### config.mk
export PLATFORM = sky130hd
export DESIGN_NAME = isr_status_one
export DESIGN_NICKNAME = d
export VERILOG_FILES = /design/src/common/isr_pkg.sv /design/src/hdl/isr_status_one.sv
export SDC_FILE = /design/constraint.sdc
export NUM_CORES = 1
export LEC_CHECK = 0
export BUFFER_PORTS_ARGS = -buffer_cell sky130_fd_sc_hd__clkbuf_2
export CORE_ASPECT_RATIO = 0.8
export CORE_MARGIN = 3
export CORE_UTILIZATION = 42
export CTS_CLUSTER_SIZE = 8
export DETAILED_ROUTE_END_ITERATION = 12
export PLACE_DENSITY_LB_ADDON = 0.1
export SETUP_SLACK_MARGIN = 0.3
export SLEW_MARGIN = 20
export SYNTH_ARGS = -nofsm -noshare
export SYNTH_HDL_FRONTEND = slang
export SYNTH_SLANG_ARGS = --single-unit
### constraint.sdc
create_clock -name clk -period 3.14 [get_ports clk]
set_input_delay 0.785 -clock clk [delete_from_list [all_inputs] [get_ports clk]]
set_output_delay 0.785 -clock clk [all_outputs]
set_load 0.1 [all_outputs]
### src/common/isr_pkg.sv
// package for the first interrupt status register block
package isr_pkg;
	localparam logic [6:0] status_offset = 7'h07;
	localparam logic [7:0] status_reset = 8'h00;
	localparam int bit_tx_slip = 7;
	localparam int bit_out_slip = 6;
	localparam int bit_rate_range = 5;
	localparam int bit_left_ovr = 4;
	localparam int bit_right_ovr = 3;
	localparam int bit_d_to_e = 2;
	localparam int bit_e_to_f = 1;
	localparam int bit_rx_err = 0;

	// raw event and level inputs, one bit per flag position
	typedef struct packed {
		logic transmitter_slip_flag;
		logic output_port_slip_flag;
		logic rate_range_flag;
		logic left_overrange_flag;
		logic right_overrange_flag;
		logic d_to_e_done_flag;
		logic e_to_f_done_flag;
		logic receiver_error_flag;
	} isr_flags_t;

	// transmitter slip source qualifiers
	typedef struct packed {
		logic src_bypassed;
		logic output_master_clock_async;
		logic sample_slip;
		logic block_start_is_input;
		logic block_start_pulse;
	} isr_tx_slip_t;
endpackage

### src/hdl/isr_status_one.sv
// sticky interrupt status register one with read-to-clear and mask gating
`timescale 1ns/100ps
`default_nettype none
// Operation
// RULE_01 - each flag latches to one when its condition occurs and holds until the register is read.
// RULE_02 - a read of the status register clears every flag to zero. The code keeps set any flag whose event arrives in the read cycle.
// RULE_03 - in level mode a read leaves set any flag whose source is still active.
// RULE_04 - a flag masked off always reads zero.
// RULE_05 - after reset all flags are zero.
// RULE_06 - with the converter bypassed and the transmitter clock asynchronous, each dropped or repeated sample sets the transmitter slip flag.
// RULE_07 - with block start as an input and the converter unused, each block start pulse sets the transmitter slip flag.
// RULE_08 - bits 7 to 0 are transmitter slip, output slip, rate range, left over, right over, d-to-e, e-to-f, receiver error.
module isr_status_one (
	// clock and reset
	input wire logic clk,
	input wire logic nrst,
	input wire logic clk_en,
	// register access
	input wire logic rd_en,
	input wire logic [6:0] rd_addr,
	output logic [7:0] rd_data,
	// configuration from companion registers
	input wire logic [7:0] mask,
	input wire logic level_mode,
	// event sources, same clock domain
	input wire isr_pkg::isr_flags_t event_pulse,
	input wire isr_pkg::isr_flags_t source_level,
	input wire isr_pkg::isr_tx_slip_t tx_slip_src
);
	// latched flags before mask gating
	logic [7:0] status;
	logic [7:0] next_status;

	// snapshot handed to the host
	logic [7:0] next_rd_data;

	// set requests of this cycle
	isr_pkg::isr_flags_t set_flags;
	logic [7:0] edge_set;
	logic [7:0] level_set;
	logic [7:0] level_vec;
	logic [7:0] set_vec;
	logic slip_from_sample;
	logic slip_from_block;

	// flags that a read leaves standing
	logic [7:0] keep_vec;
	logic hit;

	// place the named flags at their register positions
	function automatic logic [7:0] flags_to_vec(
		input isr_pkg::isr_flags_t f
	);
		logic [7:0] v;
		v = 8'h00;
		v[isr_pkg::bit_tx_slip] = f.transmitter_slip_flag;
		v[isr_pkg::bit_out_slip] = f.output_port_slip_flag;
		v[isr_pkg::bit_rate_range] = f.rate_range_flag;
		v[isr_pkg::bit_left_ovr] = f.left_overrange_flag;
		v[isr_pkg::bit_right_ovr] = f.right_overrange_flag;
		v[isr_pkg::bit_d_to_e] = f.d_to_e_done_flag;
		v[isr_pkg::bit_e_to_f] = f.e_to_f_done_flag;
		v[isr_pkg::bit_rx_err] = f.receiver_error_flag;
		return v;
	endfunction

	function automatic logic status_hit(
		input logic strobe,
		input logic [6:0] addr
	);
		return strobe && (addr == isr_pkg::status_offset);
	endfunction

	// dropped or repeated sample with the converter bypassed
	function automatic logic sample_slip_cause(
		input isr_pkg::isr_tx_slip_t t
	);
		return t.src_bypassed && t.output_master_clock_async && t.sample_slip;
	endfunction

	// new block start pulse from the pin with the converter unused
	function automatic logic block_slip_cause(
		input isr_pkg::isr_tx_slip_t t
	);
		return t.block_start_is_input && t.src_bypassed && t.block_start_pulse;
	endfunction

	// in level mode a read spares flags whose source still stands
	function automatic logic [7:0] read_keep(
		input logic [7:0] flags,
		input logic level,
		input logic [7:0] active
	);
		logic [7:0] k;
		k = 8'h00;
		for (int i = 0; i < 8; i++)
		begin
			if (level && flags[i] && active[i])
			begin
				k[i] = 1'b1;
			end
		end
		return k;
	endfunction

	// masked flags read as zero but stay latched inside
	function automatic logic [7:0] masked_view(
		input logic [7:0] flags,
		input logic [7:0] enable
	);
		logic [7:0] m;
		m = 8'h00;
		for (int i = 0; i < 8; i++)
		begin
			m[i] = flags[i] & enable[i];
		end
		return m;
	endfunction

	// set requests
	always_comb
	begin
		slip_from_sample = sample_slip_cause(tx_slip_src); // RULE_06
		slip_from_block = block_slip_cause(tx_slip_src); // RULE_07
		set_flags = event_pulse;
		set_flags.transmitter_slip_flag = event_pulse.transmitter_slip_flag
			| slip_from_sample
			| slip_from_block;
		edge_set = flags_to_vec(set_flags); // RULE_08
		level_vec = flags_to_vec(source_level);
		level_set = 8'h00;
		if (level_mode)
		begin
			level_set = level_vec;
		end
		set_vec = edge_set | level_set; // RULE_01
	end

	// flag state
	always_comb
	begin
		hit = status_hit(rd_en, rd_addr);
		keep_vec = read_keep(status, level_mode, level_vec); // RULE_03
		next_status = status;
		if (hit)
		begin
			next_status = keep_vec; // RULE_02
		end
		// a new event in the read cycle survives the clear
		next_status = next_status | set_vec; // RULE_01
	end

	always_ff @(posedge clk)
	begin
		if (!nrst)
		begin
			status <= isr_pkg::status_reset; // RULE_05
		end
		else if (clk_en)
		begin
			status <= next_status;
		end
	end

	// read data register, holds the last snapshot until the next hit
	always_comb
	begin
		next_rd_data = rd_data;
		if (hit)
		begin
			next_rd_data = masked_view(status, mask); // RULE_04
		end
	end

	always_ff @(posedge clk)
	begin
		if (!nrst)
		begin
			rd_data <= isr_pkg::status_reset; // RULE_05
		end
		else if (clk_en)
		begin
			rd_data <= next_rd_data;
		end
	end
endmodule
`default_nettype wire

Yosys cells after proc, flatten, opt, wreduce, memory -nomap -nowiden
Index checks and enable logic that the tools add are counted.
{ "op_classes": {"addsub": 0, "mul": 0, "div": 0, "n_lt_le_gt_ge": 0, "n_eq_ne": 1, "shift": 0, "muxes": 10, "bitwise": 12, "n_reduce_logical": 22} }
{ "ops": {"columns": ["operator", "n"], "rows": [
  ["$logic_and 1x1->1", 21],
  ["$mux 8", 2],
  ["$or 8x8->8", 2],
  ["$and 1x1->1", 8],
  ["$mux 1", 8],
  ["$eq 7x3->1 const B", 1],
  ["$or 1x1->1", 2],
  ["$reduce_and 2->1", 1]
]} }
{ "totals": {"regBits": 16, "latchBits": 0, "ramBits": 0, "romBits": 0, "input_bits": 41, "output_inout_bits": 8, "elab_cells": 47, "n_memories": 0} }

Depth between registers and ports, before layout
{ "depth": {"depth_word": 6, "depth_mapped": 4, "depth_no_buf": 3} }

Least setup slack after synthesis
OpenSTA, ideal clock, no wires.
{ "synth_timing": {"path_kind": "in2reg", "from": "input port rd_addr[3]", "to": "register rd_data[3]", "setup_ns": 0.072, "arrival_ns": 1.837, "required_ns": 3.068, "setup_slack_ns": 1.231, "stages": 4, "n_path_buf": 1, "path_cell_list": "nand4bb_4 > nor4_4 > buf_6 > mux2i_1"} }
{ "synth_via": {"elab_chain_len": 3} }
{ "synth_rtl": {"columns": ["element", "line", "rtl"], "rows": [
  ["start, declared", "isr_status_one.sv:20", "input wire logic [6:0] rd_addr,"],
  ["$eq 7x3->1", "isr_status_one.sv:71", "return strobe && (addr == isr_pkg::status_offset);"],
  ["$logic_and 1x1->1", "isr_status_one.sv:71", null],
  ["$reduce_and 2->1 (no source line)", null, null],
  ["end signal, assigned", "isr_status_one.sv:179", "rd_data <= isr_pkg::status_reset;"],
  ["end signal, assigned", "isr_status_one.sv:183", "rd_data <= next_rd_data;"],
  ["end, declared", "isr_status_one.sv:21", "output logic [7:0] rd_data,"]
]} }
Every way passes these cells.
A chain may end at the register's enable or synchronous reset.

Final worst setup path
{ "layout_timing": {"from": "input port rd_addr[3]", "to": "register rd_data[7]"} }
Same word-level chain as after synthesis.

==> metrics.cfg <==
[routing]
wl_per_cell_um = 11.41
wl_met1_um = 656
wl_um = 1632
wl_met3_um = 195
vias = 701
wl_met2_um = 749
drcViolationCount = 0
antenna_left = 0
first_pass_iters = 4
top_layer_used = met4
drt_iter0_markers = 11
via_per_inst = 4.902

[setup_path]
required_ns = 3.36
critPathArrivalTime_ns = 2.12
crit_path_start_kind = primary input
endpoint_kind = register
worst-setup-path-type = primary input to register
path_max_fanout = 9

[grt]
grt_max_degree = 26
grt-ovfl-total = 0
grt_antenna_before_repair = 0
track_usage_pct = 16.53
grt_pass1_vias = 655
grt_pass1_wl_um = 2628

[flow_run]
max-cap-violations = 0

[finish]
area_growth_pct = 41.35
fillers = 135
antenna_cells = 0
fin_nets = 164
drive_above_1_share_pct = 45.08

[power_and_ir_drop]
power_density_nw_per_um2 = 417.1
totalPowerFinal_w = 0.0004050
leakagePower_nw = 0.4395
vdd_ir_drop_max_mv = 0.2523

[clocking]
post_cts_buffers = 0
cts_buffer_depth = 2
postCtsHoldBufs = 0
cts_root_buffer = clkbuf_4
clock-sinks = 16
cts_made_buffers = 3
cts.reportedPaths.clkPinSlew_ns = 0.09
clock_latency_ns = 0.29
cts_tree = built
htreeDepth = 1
ctsResizeCount = 0

[die]
die-area_um2 = 2160
initial_core_util_pct = 47.16
die_width_um = 51.22
die_h_um = 42.17
boundaryPins = 49
core_um2 = 1456
rows = 12

[logic_synthesis]
ys_warn_count = 0
synth-edff-count = 0
synth.area.top_cells = dfxtp_1 47%, mux2i_1 12%, nand2_1 9.3%
synthesis.nets = 115
synth_cell_types = 12
seq_area_frac_synth_pct = 46.63
synth-main-ff-cell = dfxtp_1
synth_seq_cells = 16
avgSynthCellArea_um2 = 9.283
yosys.area.top_type = dfxtp_1
synth_common_cells = 17 x nand2_1, 16 x dfxtp_1, 9 x nand3_1, 8 x mux2i_1, 8 x o22ai_1
ys_async_sr_fraction_pct = 0
syn_inst = 74
synth_top_area_share_pct = 46.63
synth_most_common_cell = nand2_1
netlist_area_um2 = 686.9

[sta]
worstMarginPinSlew_ns = 0.6245
fin_skew_ns = 0.004724
finalCritPeriodShare_pct = 60.72
finalSetupTns_ns = 0
post-route-min-period_ns = 1.907
finalHoldViolCount = 0
rsz0062_at_grt = false
relSlewSlack_pct = 58.05
max_freq_mhz = 524.5
finalMaxSlewViolations = 0
setup_viol = 0

[worst_hold_path]
holdCritPathClass = register to register

[place]
io_buffer_count = 48
dp_hpwl_um = 1283
routabilityCongestion = 0.6708

[status]
status = complete, no violations

-- where the power goes --
part / leakage [nW] / total (W) / switching, W / internal [W]
registers: 0.131 / 0.000218 / 0.00000472 / 0.000213
clock network: 0.0210 / 0.000135 / 0.0000646 / 0.0000706
logic: 0.287 / 0.0000522 / 0.0000231 / 0.0000291
total: 0.440 / 0.000405 / 0.0000924 / 0.000313
-- cell families after synthesis --
logic type	synth area share, %
AOI/OAI and AO/OA	14.94
buffers and inverters	3.824
DFF	46.63
muxes	11.66
and+or+nand+nor	22.95
-- per-layer routing --
| layer | track usage, % | up-vias |
|---|---|---|
| met5 | 0 | - |
| met2 | 26.48 | 34 |
| met3 | 8.185 | 5 |
| met1 | 18.12 | 297 |
| met4 | 7.853 | 0 |
| li1 | - | 365 |
-- path summary, 6_finish.rpt --
kind                        endpoint  cells after the start  slack [ns]                     from
max          rd_data[7]$_SDFFE_PN0P_                      5        1.23               rd_addr[3]
min reg2reg  rd_data[6]$_SDFFE_PN0P_                      2        0.46  rd_data[6]$_SDFFE_PN0P_
max reg2reg  rd_data[7]$_SDFFE_PN0P_                      2        2.51   status[7]$_SDFFE_PN0P_
min          rd_data[6]$_SDFFE_PN0P_                      2        0.46  rd_data[6]$_SDFFE_PN0P_
-- worst max-delay path: stages --
cell and delay, ns:
clkbuf_2 0.08, nand4bb_4 0.22, nor4_4 0.56, buf_4 0.29
mux2i_1 0.20
-- area by class of cell --
type                            count  area (um^2)  area share (%)
Clock buffer                        4        36.28           3.737
Timing Repair Buffer               49        247.7           25.52
Tap cell                           21        26.28           2.706
Multi-Input combinational cell     53        340.3           35.05
Sequential cell                    16        320.3           32.99
-- stage by stage --
| step | util (%) | area [um^2] | hold slack, ns | worst slack [ns] | std cells |
|---|---|---|---|---|---|
| 2_1_floorplan | - | 686.9 | 0.4464 | 1.231 | 74 |
| 3_3_place_gp | 64.18 | 934.6 | 0.4427 | 0.9870 | 139 |
| 3_5_place_dp | 64.18 | 934.6 | 0.4507 | 0.9177 | 139 |
| 4_1_cts | 66.67 | 970.9 | 0.4638 | 1.218 | 143 |
| 5_1_grt | 66.67 | 970.9 | 0.4771 | 1.167 | 143 |
| 6_report | 66.67 | 970.9 | 0.4601 | 1.233 | 143 |
-- state kept, by name (all words and copies together) (netlist names) --
name     cells
status       8
rd_data      8
-- cell usage in the layout (no fill, tap or decap) --
cell	Yosys	final
clkbuf_2	0	48
nand2_1	17	17
dfxtp_1	16	16
nand3_1	9	9
mux2i_1	8	8
o22ai_1	8	8
a21oi_1	7	7
clkbuf_4	0	3
nand4bb_4	1	1
nor4_4	1	1
a22o_1	1	1
a221oi_1	1	1
clkbuf_8	0	1
buf_4	0	1
(Power assumes the default switching activity.)
